$ cat config.mk
export PLATFORM = sky130hd
export DESIGN_NAME = psim_top
export DESIGN_NICKNAME = d
export VERILOG_FILES = /design/src/rtl/psim_top.v
export VERILOG_INCLUDE_DIRS = /design/src /design/src/rtl
export SDC_FILE = /design/constraint.sdc
export NUM_CORES = 1
export LEC_CHECK = 0
export BUFFER_PORTS_ARGS = -buffer_cell sky130_fd_sc_hd__buf_2
export CORE_UTILIZATION = 55
export DETAILED_ROUTE_END_ITERATION = 6
export PLACE_DENSITY = 0.95
export SYNTH_ARGS = -nofsm -noshare
export SYNTH_HDL_FRONTEND = slang
export SYNTH_SLANG_ARGS = --single-unit
$ cat constraint.sdc
create_clock -name aclk -period 4.1 [get_ports aclk]
set_input_delay 0.41 -clock aclk [delete_from_list [all_inputs] [get_ports aclk]]
set_output_delay 0.41 -clock aclk [all_outputs]
set_load 0.02 [all_outputs]
$ cat src/rtl/psim_consts.vh
// constants for the pedal and sustain input mapper
// assumes inclusion by rtl/psim_top.v and the testbench
`ifndef PSIM_CONSTS_VH
`define PSIM_CONSTS_VH

// ----------------------------------------
// register byte offsets
// ----------------------------------------
`define PSIM_OFF_CTRL     12'h000
`define PSIM_OFF_PEDAL    12'h004
`define PSIM_OFF_STATUS   12'h008
`define PSIM_OFF_HELD     12'h00C
`define PSIM_OFF_NOTES    12'h010

// ----------------------------------------
// control register fields
// ----------------------------------------
`define PSIM_CTRL_DEST_LSB  0
`define PSIM_CTRL_SUS_LSB   4
`define PSIM_CTRL_HOLD_BIT  8
`define PSIM_CTRL_RESET     32'h0000_0000

// ----------------------------------------
// pedal destinations
// ----------------------------------------
`define PSIM_DEST_FOOT    3'h0
`define PSIM_DEST_MODW    3'h1
`define PSIM_DEST_BREATH  3'h2
`define PSIM_DEST_VOLUME  3'h3
`define PSIM_DEST_EXPR    3'h4
`define PSIM_DEST_GLIDE   3'h5
`define PSIM_DEST_PRESS   3'h6

// ----------------------------------------
// switch input modes
// ----------------------------------------
`define PSIM_SUS_HOLD_CLOSE  4'h0
`define PSIM_SUS_HOLD_OPEN   4'h1
`define PSIM_SUS_TAP_CLOSE   4'h2
`define PSIM_SUS_TAP_OPEN    4'h3
`define PSIM_SUS_ARP_HIGH    4'h4
`define PSIM_SUS_ARP_LOW     4'h5
`define PSIM_SUS_SEQ_RISE    4'h6
`define PSIM_SUS_SEQ_FALL    4'h7
`define PSIM_SUS_BOTH_HIGH   4'h8
`define PSIM_SUS_BOTH_LOW    4'h9

// ----------------------------------------
// axi responses
// ----------------------------------------
`define PSIM_RESP_OKAY    2'h0
`define PSIM_RESP_SLVERR  2'h2

`endif

$ cat src/rtl/psim_top.v
// pedal and sustain input mapper with an axi4-lite register slave
// assumes pedal_level is an adc code of the pedal voltage and
// switch_closed is an asynchronous contact level
//
// Operation
// - pedal value rises as pedal is pressed
// - pedal value goes to at most one destination, foot default
// - closing hold: closed contact holds notes
// - opening hold: open contact holds notes
// - tap modes send one tap per press
// - arp high gate: step, hold while high
// - arp low gate: step, hold while low
// - seq rising: advance on each rising edge
// - seq falling: advance on each falling edge
// - combined high: arp high plus rising advance
// - combined low: arp low plus falling advance
// - sustain: all notes held while pressed
// - sostenuto: only notes active at press held
`timescale 1ns/1ps
`include "psim_consts.vh"

module psim_top #(
	parameter ADC_W   = 12,
	parameter NOTES_N = 16
) (
	// clock and reset
	input  wire                aclk,
	input  wire                aresetn,
	// axi4-lite write address
	input  wire [11:0]         s_axi_awaddr,
	input  wire                s_axi_awvalid,
	output reg                 s_axi_awready,
	// axi4-lite write data
	input  wire [31:0]         s_axi_wdata,
	input  wire [3:0]          s_axi_wstrb,
	input  wire                s_axi_wvalid,
	output reg                 s_axi_wready,
	// axi4-lite write response
	output reg  [1:0]          s_axi_bresp,
	output reg                 s_axi_bvalid,
	input  wire                s_axi_bready,
	// axi4-lite read address
	input  wire [11:0]         s_axi_araddr,
	input  wire                s_axi_arvalid,
	output reg                 s_axi_arready,
	// axi4-lite read data
	output reg  [31:0]         s_axi_rdata,
	output reg  [1:0]          s_axi_rresp,
	output reg                 s_axi_rvalid,
	input  wire                s_axi_rready,
	// rear panel inputs
	input  wire [ADC_W-1:0]    pedal_level,
	input  wire                switch_closed,
	// voice side
	input  wire [NOTES_N-1:0]  notes_active,
	// pedal destinations
	output reg  [ADC_W-1:0]    foot_ctrl_q,
	output reg  [ADC_W-1:0]    mod_wheel_q,
	output reg  [ADC_W-1:0]    breath_q,
	output reg  [ADC_W-1:0]    volume_q,
	output reg  [ADC_W-1:0]    expression_q,
	output reg  [ADC_W-1:0]    glide_time_q,
	output reg  [ADC_W-1:0]    pressure_q,
	// switch functions
	output reg  [NOTES_N-1:0]  notes_held_q,
	output reg                 tap_pulse_q,
	output reg                 arp_step_q,
	output reg                 arp_gate_q,
	output reg                 seq_step_q
);

	// ----------------------------------------
	// registers
	// ----------------------------------------
	reg  [2:0]          dest_q;
	reg  [3:0]          sus_mode_q;
	reg                 sosten_q;
	reg                 sync1_q;
	reg                 sync2_q;
	reg                 prev_q;
	reg  [NOTES_N-1:0]  latch_q;
	reg  [ADC_W-1:0]    pedal_q;
	reg  [7:0]          tap_cnt_q;
	reg  [7:0]          seq_cnt_q;
	reg  [7:0]          arp_cnt_q;
	reg  [11:0]         aw_q;
	reg                 aw_have_q;
	reg  [31:0]         wd_q;
	reg  [3:0]          ws_q;
	reg                 wd_have_q;

	// edges come from the second stage only, never the first
	wire rise = sync2_q & ~prev_q;
	wire fall = ~sync2_q & prev_q;

	// press level for each mode; open-contact variants invert
	function active_level;
		input [3:0] m;
		input       closed;
		begin
			case (m)
			`PSIM_SUS_HOLD_OPEN, `PSIM_SUS_TAP_OPEN,
			`PSIM_SUS_ARP_LOW, `PSIM_SUS_SEQ_FALL,
			`PSIM_SUS_BOTH_LOW:
				active_level = ~closed;
			default:
				active_level = closed;
			endcase
		end
	endfunction

	wire pressed = active_level(sus_mode_q, sync2_q);
	wire press_edge = active_level(sus_mode_q, 1'b1) ? rise : fall;
	wire is_hold = (sus_mode_q == `PSIM_SUS_HOLD_CLOSE) ||
		(sus_mode_q == `PSIM_SUS_HOLD_OPEN);
	wire is_tap = (sus_mode_q == `PSIM_SUS_TAP_CLOSE) ||
		(sus_mode_q == `PSIM_SUS_TAP_OPEN);
	wire is_arp = (sus_mode_q == `PSIM_SUS_ARP_HIGH) ||
		(sus_mode_q == `PSIM_SUS_ARP_LOW) ||
		(sus_mode_q == `PSIM_SUS_BOTH_HIGH) ||
		(sus_mode_q == `PSIM_SUS_BOTH_LOW);
	wire is_seq = (sus_mode_q == `PSIM_SUS_SEQ_RISE) ||
		(sus_mode_q == `PSIM_SUS_SEQ_FALL) ||
		(sus_mode_q == `PSIM_SUS_BOTH_HIGH) ||
		(sus_mode_q == `PSIM_SUS_BOTH_LOW);

	// ----------------------------------------
	// input sync and switch functions
	// ----------------------------------------
	always @(posedge aclk) begin
		if (!aresetn) begin
			sync1_q      <= 1'b0;
			sync2_q      <= 1'b0;
			prev_q       <= 1'b0;
			latch_q      <= {NOTES_N{1'b0}};
			notes_held_q <= {NOTES_N{1'b0}};
			tap_pulse_q  <= 1'b0;
			arp_step_q   <= 1'b0;
			arp_gate_q   <= 1'b0;
			seq_step_q   <= 1'b0;
			tap_cnt_q    <= 8'h00;
			seq_cnt_q    <= 8'h00;
			arp_cnt_q    <= 8'h00;
		end else begin
			sync1_q <= switch_closed;
			sync2_q <= sync1_q;
			prev_q  <= sync2_q;
			// sostenuto latches the set of notes sounding at the press
			if (press_edge)
				latch_q <= notes_active;
			if (is_hold && pressed) begin
				// latch lands a cycle late, so take the notes at the press
				if (sosten_q && press_edge)
					notes_held_q <= notes_active;
				else if (sosten_q)
					notes_held_q <= latch_q;
				else
					notes_held_q <= {NOTES_N{1'b1}};
			end else begin
				notes_held_q <= {NOTES_N{1'b0}};
			end
			tap_pulse_q <= is_tap & press_edge;
			arp_step_q  <= is_arp & press_edge;
			arp_gate_q  <= is_arp & pressed;
			seq_step_q  <= is_seq & press_edge;
			if (is_tap & press_edge)
				tap_cnt_q <= tap_cnt_q + 8'h01;
			if (is_seq & press_edge)
				seq_cnt_q <= seq_cnt_q + 8'h01;
			if (is_arp & press_edge)
				arp_cnt_q <= arp_cnt_q + 8'h01;
		end
	end

	// ----------------------------------------
	// pedal value routing
	// ----------------------------------------
	// unused destinations park at zero so they never fight another source
	always @(posedge aclk) begin
		if (!aresetn) begin
			pedal_q      <= {ADC_W{1'b0}};
			foot_ctrl_q  <= {ADC_W{1'b0}};
			mod_wheel_q  <= {ADC_W{1'b0}};
			breath_q     <= {ADC_W{1'b0}};
			volume_q     <= {ADC_W{1'b0}};
			expression_q <= {ADC_W{1'b0}};
			glide_time_q <= {ADC_W{1'b0}};
			pressure_q   <= {ADC_W{1'b0}};
		end else begin
			pedal_q      <= pedal_level;
			foot_ctrl_q  <= (dest_q == `PSIM_DEST_FOOT) ?
				pedal_q : {ADC_W{1'b0}};
			mod_wheel_q  <= (dest_q == `PSIM_DEST_MODW) ?
				pedal_q : {ADC_W{1'b0}};
			breath_q     <= (dest_q == `PSIM_DEST_BREATH) ?
				pedal_q : {ADC_W{1'b0}};
			volume_q     <= (dest_q == `PSIM_DEST_VOLUME) ?
				pedal_q : {ADC_W{1'b0}};
			expression_q <= (dest_q == `PSIM_DEST_EXPR) ?
				pedal_q : {ADC_W{1'b0}};
			glide_time_q <= (dest_q == `PSIM_DEST_GLIDE) ?
				pedal_q : {ADC_W{1'b0}};
			pressure_q   <= (dest_q == `PSIM_DEST_PRESS) ?
				pedal_q : {ADC_W{1'b0}};
		end
	end

	// ----------------------------------------
	// axi4-lite write side
	// ----------------------------------------
	// one write in flight; address and data may come in either order
	wire wr_go = aw_have_q & wd_have_q & ~s_axi_bvalid;

	always @(posedge aclk) begin
		if (!aresetn) begin
			aw_q          <= 12'h000;
			aw_have_q     <= 1'b0;
			wd_q          <= 32'h0000_0000;
			ws_q          <= 4'h0;
			wd_have_q     <= 1'b0;
			s_axi_awready <= 1'b0;
			s_axi_wready  <= 1'b0;
			s_axi_bvalid  <= 1'b0;
			s_axi_bresp   <= `PSIM_RESP_OKAY;
			dest_q        <= `PSIM_DEST_FOOT;
			sus_mode_q    <= `PSIM_SUS_HOLD_CLOSE;
			sosten_q      <= 1'b0;
		end else begin
			s_axi_awready <= ~aw_have_q & ~s_axi_awready & s_axi_awvalid;
			s_axi_wready  <= ~wd_have_q & ~s_axi_wready & s_axi_wvalid;
			if (s_axi_awvalid & s_axi_awready) begin
				aw_q      <= s_axi_awaddr;
				aw_have_q <= 1'b1;
			end
			if (s_axi_wvalid & s_axi_wready) begin
				wd_q      <= s_axi_wdata;
				ws_q      <= s_axi_wstrb;
				wd_have_q <= 1'b1;
			end
			if (s_axi_bvalid & s_axi_bready)
				s_axi_bvalid <= 1'b0;
			if (wr_go) begin
				aw_have_q    <= 1'b0;
				wd_have_q    <= 1'b0;
				s_axi_bvalid <= 1'b1;
				s_axi_bresp  <= `PSIM_RESP_OKAY;
				if ({aw_q[11:2], 2'b00} == `PSIM_OFF_CTRL) begin
					if (ws_q[0]) begin
						dest_q     <= wd_q[`PSIM_CTRL_DEST_LSB +: 3];
						sus_mode_q <= wd_q[`PSIM_CTRL_SUS_LSB +: 4];
					end
					if (ws_q[1])
						sosten_q <= wd_q[`PSIM_CTRL_HOLD_BIT];
				end else begin
					s_axi_bresp <= `PSIM_RESP_SLVERR;
				end
			end
		end
	end

	// ----------------------------------------
	// axi4-lite read side
	// ----------------------------------------
	always @(posedge aclk) begin
		if (!aresetn) begin
			s_axi_arready <= 1'b0;
			s_axi_rvalid  <= 1'b0;
			s_axi_rdata   <= 32'h0000_0000;
			s_axi_rresp   <= `PSIM_RESP_OKAY;
		end else begin
			// unmapped offsets answer slverr with zero data
			s_axi_arready <= ~s_axi_arready & ~s_axi_rvalid & s_axi_arvalid;
			if (s_axi_rvalid & s_axi_rready)
				s_axi_rvalid <= 1'b0;
			if (s_axi_arvalid & s_axi_arready) begin
				s_axi_rvalid <= 1'b1;
				s_axi_rresp  <= `PSIM_RESP_OKAY;
				case ({s_axi_araddr[11:2], 2'b00})
				`PSIM_OFF_CTRL:
					s_axi_rdata <= {23'h000000, sosten_q, sus_mode_q,
						1'b0, dest_q};
				`PSIM_OFF_PEDAL:
					s_axi_rdata <= {{(32-ADC_W){1'b0}}, pedal_q};
				`PSIM_OFF_STATUS:
					s_axi_rdata <= {5'h00, sync2_q, pressed, arp_gate_q,
						arp_cnt_q, seq_cnt_q, tap_cnt_q};
				`PSIM_OFF_HELD:
					s_axi_rdata <= {{(32-NOTES_N){1'b0}}, notes_held_q};
				`PSIM_OFF_NOTES:
					s_axi_rdata <= {{(32-NOTES_N){1'b0}}, latch_q};
				default: begin
					s_axi_rdata <= 32'h0000_0000;
					s_axi_rresp <= `PSIM_RESP_SLVERR;
				end
				endcase
			end
		end
	end

endmodule

* Word-level counts from Yosys, hierarchy flattened
Cells that the tools add are included.
** Word-level totals
- Flip-flop bits (word level) :: 233
- Latch bits :: 0
- Bits in writable memories :: 0
- Memory bits (read-only) :: 0
- Input bits :: 96
- Memories kept :: 0
** Operators by class
- Add/subtract/negate cells :: 3
- $mul :: 0
- Divide/modulo/power cells :: 0
- Order comparisons :: 0
- Equality and inequality tests :: 19
- Shifts and indexed selects :: 0
- Multiplexer cells :: 11
- Bitwise logic cells :: 29
- Reduce and logical (&&, ||, !) cells :: 29
** Operator list (number)
- 27-bit case mux with 5 select lines :: 1
- 16-bit 2-to-1 mux :: 2
- 8-bit by 1-bit adder with 8-bit output (second input constant) :: 3
- 10-bit by 2-bit equality test with 1-bit output (second input constant) :: 2
- 10-bit logical NOT :: 2
- 1-bit bitwise AND :: 19
- 4-bit by 3-bit equality test with 1-bit output (second input constant) :: 4
- 2-bit AND reduction :: 8
- 10-bit by 1-bit equality test with 1-bit output (second input constant) :: 1
- 10-bit by 3-bit equality test with 1-bit output (second input constant) :: 1
- 1-bit inverter :: 10
- 5-bit OR reduction :: 2
- 3-bit equality test (second input constant) :: 3
- 4-bit by 2-bit equality test with 1-bit output (second input constant) :: 2
- 4-bit equality test (second input constant) :: 2
- 1-bit logical OR :: 8
- 3-bit by 2-bit equality test with 1-bit output (second input constant) :: 2
- 1-bit 2-to-1 mux :: 6
- 3-bit AND reduction :: 2
- 4-bit by 1-bit equality test with 1-bit output (second input constant) :: 1
- 4-bit logical NOT :: 1
- 2-bit 2-to-1 mux :: 2
- 2-bit nonzero test :: 2
- 3-bit by 1-bit equality test with 1-bit output (second input constant) :: 1
- other kinds (3) :: 4

* Depth between registers and ports, before layout
Gate-level depths: netlist (run 1).
- Depth after elaboration :: 5
- Mapped depth :: 7
- Mapped depth without buffers :: 5

* Least setup slack after synthesis (run 1)
No wires, ideal clock.
- Kind :: input to register
- Start point :: in s_axi_araddr[9]
- End point :: reg s_axi_rdata[3]
- Setup time :: 0.095 ns
- Arrival :: 1.636 ns
- Required time :: 4.005 ns
- Slack :: 2.368 ns
- Stages :: 5
- Buffers on the path :: 1
- Cells stage by stage :: nor4_1 -> and3b_1 -> buf_2 -> a21boi_0 -> a221oi_1
** Between the ends
- Word-level cells in the longest chain between the ends :: 2
- Elaborated cells on any way between the ends :: 6
- Those cells by class :: eq/ne (4); mux (1); reduce/logical (1)
** RTL lines
- from (decl) :: RTL line psim_top.v:43 : input wire [11:0] s_axi_araddr,
- 10-bit by 3-bit equality test with 1-bit output (tied with other cells) :: RTL line psim_top.v:278 : case ({s_axi_araddr[11:2], 2'b00})
- 27-bit case mux with 5 select lines (*) :: RTL line psim_top.v:278
- to (signal assigned) :: RTL line psim_top.v:280 : s_axi_rdata <= {23'h000000, sosten_q, sus_mode_q,
- to (signal assigned) :: RTL line psim_top.v:283 : s_axi_rdata <= {{(32-ADC_W){1'b0}}, pedal_q};
- to (signal assigned) :: RTL line psim_top.v:285 : s_axi_rdata <= {5'h00, sync2_q, pressed, arp_gate_q,
- to (decl) :: RTL line psim_top.v:47 : output reg [31:0] s_axi_rdata,
Every way passes the cells marked *; elsewhere a longest branch is shown, timed or not.
A chain may end at the register's enable or synchronous reset.

* Final worst setup path (run 1)
- Start point :: reg sus_mode_q[0]
- End point :: reg notes_held_q[0]
** Between the ends
- Word-level cells in the longest chain between the ends :: 5
- Elaborated cells on any way between the ends :: 14
- Those cells by class :: eq/ne (5); mux (3); reduce/logical (6)
** RTL lines
- from (decl) :: RTL line psim_top.v:76 : reg [3:0] sus_mode_q;
- from (signal assigned) :: RTL line psim_top.v:226 : sus_mode_q <= `PSIM_SUS_HOLD_CLOSE;
- from (signal assigned) :: RTL line psim_top.v:250 : sus_mode_q <= wd_q[`PSIM_CTRL_SUS_LSB +: 4];
- 4-bit by 1-bit equality test with 1-bit output (tied with other cells) :: RTL line psim_top.v:101 : case (m)
- 5-bit OR reduction :: RTL line psim_top.v:101
- 1-bit 2-to-1 mux, on equally long branches :: RTL line psim_top.v:113, psim_top.v:101
- 1-bit logical AND, on equally long branches :: RTL line psim_top.v:153, psim_top.v:151
- 16-bit 2-to-1 mux or 2-bit AND reduction (tied branches)
- to (signal assigned) :: RTL line psim_top.v:154 : notes_held_q <= notes_active;
- to (signal assigned) :: RTL line psim_top.v:156 : notes_held_q <= latch_q;
- to (signal assigned) :: RTL line psim_top.v:158 : notes_held_q <= {NOTES_N{1'b1}};
- to (decl) :: RTL line psim_top.v:65 : output reg [NOTES_N-1:0] notes_held_q,
Several ways; a longest one is shown, not always the timed one.

==> results_dict.tcl, run 1 <==
set metrics [dict create \
    clock_skew_ns 0.0130 \
    gp_congestion 0.868 \
    netlist_instances 813 \
    power_density_mw_per_mm2 472 \
    p_int_w 0.00371 \
    via_per_inst 5.71 \
    cts_tree "yes" \
    yosys_warnings 0 \
    cpPeakStageDelay_ns 0.84 \
    die_area_sq_mm 0.0151 \
    tightest_slew_ns 1.19 \
    setup_tns_ns 0 \
    slew_headroom_pct 20.8 \
    finalPower_w 0.00469 \
    cp_max_fo 32 \
    seqPwrFrac_pct 47.6 \
    hold_violations 0 \
    hp-class "in2reg" \
    ys_ff_latch 223 \
    io_pins 241 \
    hold_buffers 0 \
    rrSetupSlack_ns 1.52 \
    synthDistinctLibCells 64 \
    arrival_ns 2.97 \
    pwr-share-clk_pct 48.2 \
    ant_nets 0 \
    clock_sinks 223 \
    avgSynthCellArea_sq_um 9.91 \
    drtIter0Drc 653 \
    status "finished, final reports clean" \
    combPwrFrac_pct 4.2 \
    crit_chain "and3b_1 > and2_1 > o21ai_0 > a31oi_1" \
    fmax_mhz 387 \
    end_kind "register" \
    cellLeakagePower_nw 4.40 \
    rsz0062_at_grt "false" \
    grt_pass1_vias 6558 \
    wl_per_cell_um 18.1 \
    finalNetCount 1092 \
    cts_root_buffer "clkbuf_16" \
    wl_um 21600 \
    ys_top_cells_by_count "dfxtp_1, and2_1, nand2_1, a21oi_1, nor2_1" \
    ys.flop_type "dfxtp_1" \
    grt_usage_pct 28.8 \
    drive_gt1_share_pct 27.1 \
    drc 0 \
    grt_pass1_wl_um 33800 \
    cts_htree_levels 1 \
    swShare_pct 21.0 \
    cp_slowest_cell "and2_1" \
    fp.coreArea_sq_mm 0.0141 \
    start_util_pct 57.1 \
    syn2layout_area_growth_pct 23.3 \
    grt_max_degree 59 \
    portBuffers 203 \
    crit_required_ns 4.49 \
    synth_area_leader_cell "dfxtp_1" \
    maxCapViolations 0 \
    cts_setup_buffers 0 \
    num_vias 6795 \
    synth_edf_count 0 \
    clkTransAtPathRegs_ns 0.06 \
    num_rows 43 \
    synth_top_area_share_pct 55.4 \
    syn_area_sq_mm 0.00806 \
    min_period_over_period_pct 63.0 \
    crit_buf_inv 0 \
    seq_area_frac_synth_pct 55.4 \
    die_h_um 123 \
    peakVddDrop_uv 308 \
    clk_latency_ns 0.50 \
    cts_made_buffers 22 \
    post-route-min-period_ns 2.58 \
    antenna_found_initial 2 \
    setup_viol_count_final 0 \
    crit_type "reg2reg" \
    cts_resized 0 \
    place_hpwl_um 14500 \
    yosysMostFrequentCell "dfxtp_1" \
    critPathLaunchType "register" \
    dr.pass1.iters 5 \
    synthArstFlopShare_pct 0 \
    switchingPower_w 0.000987 \
    crit_family "simple AND/OR/NAND/NOR gates" \
    cts_buffer_depth 3 \
    synth_area_leaders "dfxtp_1, and2_1, nand2_1" \
    die_x_um 123 \
    grt.overflow.total 0 \
    fillerInstances 1019 \
    slew_violations 0 \
]
## registers in the layout (all words and copies together) (netlist names), 10 cells and up
name	cells
pressure_q	12
expression_q	12
breath_q	12
s_axi_rdata	27
latch_q	16
notes_held_q	16
glide_time_q	12
volume_q	12
foot_ctrl_q	12
pedal_q	12
aw_q	10
mod_wheel_q	12
## cells by family (layout without fill, tap and decap cells)
logic type	count (synthesis)	in the layout	synth area share (%)
XOR/XNOR	11	11	1.20
buffers and inverters	62	252	3.42
AO/OA/AOI/OAI	171	171	14.2
flip-flops	223	223	55.4
multiplexers	33	33	4.32
other	1	9	0.0466
adder cells (fa/ha/maj)	3	3	0.466
AND/OR/NAND/NOR	309	309	21.0
## power groups by stage
stage / logic, W / clock network (W) / registers [W]
after floorplan: 0.000108 / 0 / 0.00229
after global placement: 0.000187 / 0 / 0.00228
after detailed placement: 0.000191 / 0 / 0.00228
after CTS: 0.000194 / 0.00227 / 0.00223
after global routing: 0.000213 / 0.00238 / 0.00224
final: 0.000196 / 0.00226 / 0.00223
## worst paths after layout
kind | startpoint | end | depth (start not counted)
worst max-delay path | sus_mode_q[0] | notes_held_q[0] | 4
worst min-delay path | switch_closed | sync1_q | 2
worst max register to register | sus_mode_q[0] | notes_held_q[0] | 4
worst min register to register | sync1_q | sync2_q | 1
## worst reg2reg max path, delay by kind of cell, from the launching register on
family	cells	cell delay, ns
and+or+nand+nor	2	1.28
DFF	1	0.59
AOI/OAI and AO/OA	2	0.60
## layout by cell type (no fill, tap or decap), drive strengths merged, types with 19 or more instances in the layout
cell | Yosys | routed
nand3b | 19 | 19
clkbuf | 40 | 30
a21oi | 52 | 52
buf | 18 | 208
mux2i | 19 | 19
dfxtp | 223 | 223
nand2 | 81 | 81
nor2 | 45 | 45
o21ai | 36 | 36
and2 | 104 | 104
## routing by layer
| metal | vias up | share of wire [%] | routed length (um) | global-route usage (%) |
|---|---|---|---|---|
| li1 | 3174 | - | - | - |
| met1 | 3205 | 39 | 8320 | 35.5 |
| met2 | 349 | 49 | 10600 | 49.2 |
| met3 | 65 | 9.0 | 1930 | 6.50 |
| met4 | 2 | 3.2 | 701 | 10.5 |
| met5 | - | 0.037 | 8 | 0 |
## per-stage QoR
step	hold slack, ns	worst slack [ns]	area (sq um)	util (%)	std cells
3_5_place_dp	0.426	1.67	9100	64.5	1149
3_3_place_gp	0.418	1.78	9100	64.5	1149
5_1_grt	0.115	1.39	9930	70.5	1190
4_1_cts	0.116	1.59	9930	70.4	1189
6_report	0.126	1.52	9930	70.5	1191
2_1_floorplan	0.412	2.37	8080	-	819
## area by class of cell
cell class / count / area, sq um / area share [%]
inverters: 4 / 15.0 / 0.151
flip-flops and latches: 223 / 4460 / 44.9
multi-input cells: 534 / 3340 / 33.6
diodes: 2 / 5.00 / 0.0504
repair buffers: 208 / 1050 / 10.6
well taps: 180 / 225 / 2.27
clock inverters: 10 / 181 / 1.83
clock buffers: 30 / 652 / 6.56
Note: power is estimated with default switching activity, not from simulation.
==> run 2: changes to the inputs <==
--- a/config.mk
+++ b/config.mk
@@ -6,10 +6,11 @@
 export SDC_FILE = /design/constraint.sdc
 export NUM_CORES = 1
 export LEC_CHECK = 0
+export ABC_AREA = 1
 export BUFFER_PORTS_ARGS = -buffer_cell sky130_fd_sc_hd__buf_2
-export CORE_UTILIZATION = 55
+export CORE_UTILIZATION = 46
 export DETAILED_ROUTE_END_ITERATION = 6
-export PLACE_DENSITY = 0.95
+export PLACE_DENSITY = 0.86
 export SYNTH_ARGS = -nofsm -noshare
 export SYNTH_HDL_FRONTEND = slang
 export SYNTH_SLANG_ARGS = --single-unit
==> constraint.sdc (replaced) <==
create_clock -name aclk -period 2.29 [get_ports aclk]
set_input_delay 0.229 -clock aclk [delete_from_list [all_inputs] [get_ports aclk]]
set_output_delay 0.229 -clock aclk [all_outputs]
set_load 0.02 [all_outputs]
==> results_dict.tcl, run 2 <==
set metrics [dict create \
    maxCapViolations 0 \
    ys.flop_type "dfxtp_1" \
    rsz0062_at_grt "false" \
    synth_top_area_share_pct 55.7 \
    drtIter0Drc 430 \
    io_pins 241 \
    setup_tns_ns 0 \
    ys_ff_latch 223 \
    final_cell_mix "dfxtp_1, buf_2, nand2_1" \
    dr.pass1.iters 5 \
    r2r-end "notes_held_q[9]" \
    largest_reg_flops 27 \
    die_h_um 134 \
    cellLeakagePower_nw 4.90 \
    grt_max_degree 44 \
    syn2layout_area_growth_pct 28.2 \
    multi_input_area_sq_mm 0.00299 \
    setup_viol_count_final 0 \
    end_kind "register" \
    place_hpwl_um 15200 \
    crit_type "reg2reg" \
    wl_um 21800 \
    synth_area_leaders "dfxtp_1, nand2_1, nor2_1" \
    netlist_instances 997 \
    clk_latency_ns 0.50 \
    synthDistinctLibCells 35 \
    peakVddDrop_uv 543 \
    post-route-min-period_ns 1.81 \
    cts_buffer_depth 3 \
    arrival_ns 2.26 \
    grt.overflow.total 0 \
    min_period_over_period_pct 79.2 \
    fmax_mhz 551 \
    wl_per_cell_um 15.0 \
    cp-startpoint "sus_mode_q[1]" \
    start_util_pct 47.7 \
    die_x_um 134 \
    power_density_mw_per_mm2 811 \
    clock_sinks 223 \
    grt_pass1_wl_um 34400 \
    fillerInstances 1385 \
    avgSynthCellArea_sq_um 8.04 \
    critPathLaunchType "register" \
    num_vias 7421 \
    fp.coreArea_sq_mm 0.0168 \
    tightest_slew_ns 0.673 \
    rrSetupSlack_ns 0.48 \
    max_flop_register "s_axi_rdata" \
    endpoint "notes_held_q[9]" \
    reg2reg_depth 11 \
    hold_violations 0 \
    num_rows 47 \
    cts_setup_buffers 0 \
    final_common_cell "dfxtp_1" \
    synthArstFlopShare_pct 0 \
    seqCellArea_sq_mm 0.00446 \
    hp-class "in2reg" \
    synth_area_leader_cell "dfxtp_1" \
    finalNetCount 1326 \
    cts_htree_levels 1 \
    die_area_sq_mm 0.0180 \
    cts_root_buffer "clkbuf_16" \
    antenna_cells_inserted 0 \
    worst_slack_ns 0.476 \
    slew_headroom_pct 54.8 \
    yosysMostFrequentCell "dfxtp_1" \
    clock_skew_ns 0.0149 \
    gp_congestion 0.871 \
    cts_made_buffers 22 \
    slew_violations 0 \
    crit_required_ns 2.74 \
    via_per_inst 5.08 \
    reg.largest.list "s_axi_rdata (27), latch_q (16), notes_held_q (16)" \
    ant_nets 0 \
    cp_max_fo 29 \
    ys_top_cells_by_count "dfxtp_1, nand2_1, nor2_1, nand3_1, inv_1" \
    grt_pass1_vias 6951 \
    grt_usage_pct 23.9 \
    drc 0 \
    synth_edf_count 0 \
    yosys_warnings 0 \
    rr_startpoint "sus_mode_q[1]" \
    portBuffers 203 \
    cts_tree "yes" \
    drive_gt1_share_pct 22.6 \
    status "finished, final reports clean" \
    cts_resized 0 \
    seq_area_frac_synth_pct 55.7 \
    dp_slack_ns 0.509 \
    antenna_found_initial 0 \
    clkTransAtPathRegs_ns 0.07 \
    syn_area_sq_mm 0.00802 \
]
[run 2: cell count changes in the layout (fill, tap and decap cells not counted), moves of 19 or more]
cell	delta
mux2i_1	-19
nand3_1	+102
dlygate4sd3_1	+31
nand3b_1	-19
nand2_1	+95
nor2_1	+126
and2_1	-103
inv_1	+76
a21oi_1	+26
[run 2: logic make-up (layout without fill, tap and decap cells)]
family | count (synthesis) | after routing | synth area share (%)
adder cells (fa/ha/maj) | 3 | 3 | 0.468
other | 1 | 7 | 0.0468
buffers and inverters | 133 | 371 | 7.32
AND/OR/NAND/NOR | 486 | 486 | 26.0
flip-flops | 223 | 223 | 55.7
AO/OA/AOI/OAI | 133 | 133 | 8.57
XOR/XNOR | 18 | 18 | 1.97
[run 2: what timing repair did]
action	CTS	global route
hold buffers	31	0
endpoints found under the hold margin	31	0
endpoints found under the setup margin	0	0
[run 2: how the worst min path moves through the flow]
stage / from / end / slack [ns] / cells past startpoint
after global routing: notes_active[6] / latch_q[6] / 0.02 / 3
final: notes_active[14] / latch_q[14] / 0.007 / 3
after CTS: notes_active[14] / latch_q[14] / 0.00006 / 3
after detailed placement: sync1_q / sync2_q / 0.41 / 2
after global placement: sync1_q / sync2_q / 0.40 / 2
after floorplan: pedal_level[0] / pedal_q[0] / 0.33 / 2
[run 2: routing by layer]
metal	wire length (um)	track usage [%]
met1	8820	28.3
met2	10700	42.9
met3	1660	4.35
met4	618	8.55
met5	0	0
[run 2: power by group]
part           switching (W)  leakage (nW)  internal, W
combinational       0.000278          2.70     0.000154
sequential         0.0000375          1.81      0.00395
clock                0.00150         0.390      0.00242
[run 2: metrics by stage]
step           hold slack (ns)  cell area, sq um  utilization [%]  power, W  std cells
6_report               0.00662             10300             61.1   0.00834       1461
5_1_grt                 0.0162             10300             61.1   0.00862       1461
4_1_cts              0.0000649             10300             61.1   0.00839       1461
3_5_place_dp             0.407              9170             54.5   0.00446       1392
3_3_place_gp             0.399              9170             54.5   0.00445       1392
2_1_floorplan            0.327              8040                -   0.00431       1003
[run 2: final cells by class]
class,instances,area share (%)
tap,220,2.68
clock inverter,11,1.67
multi-input combinational,647,29.1
timing repair buffer,247,13.9
clock buffer,27,6.14
sequential,223,43.4
inverter,86,3.14
[run 2: worst max-delay path, stage by stage, from the launching register on]
cell and delay, ns:
dfxtp_1 0.36, nor2_2 0.17, nor2_2 0.06, nor2_4 0.11, inv_2 0.05, nand2_2 0.07, nand2_4 0.22, inv_2 0.36
nand2_1 0.13, nand3_1 0.10, nand2_1 0.06, inv_1 0.06
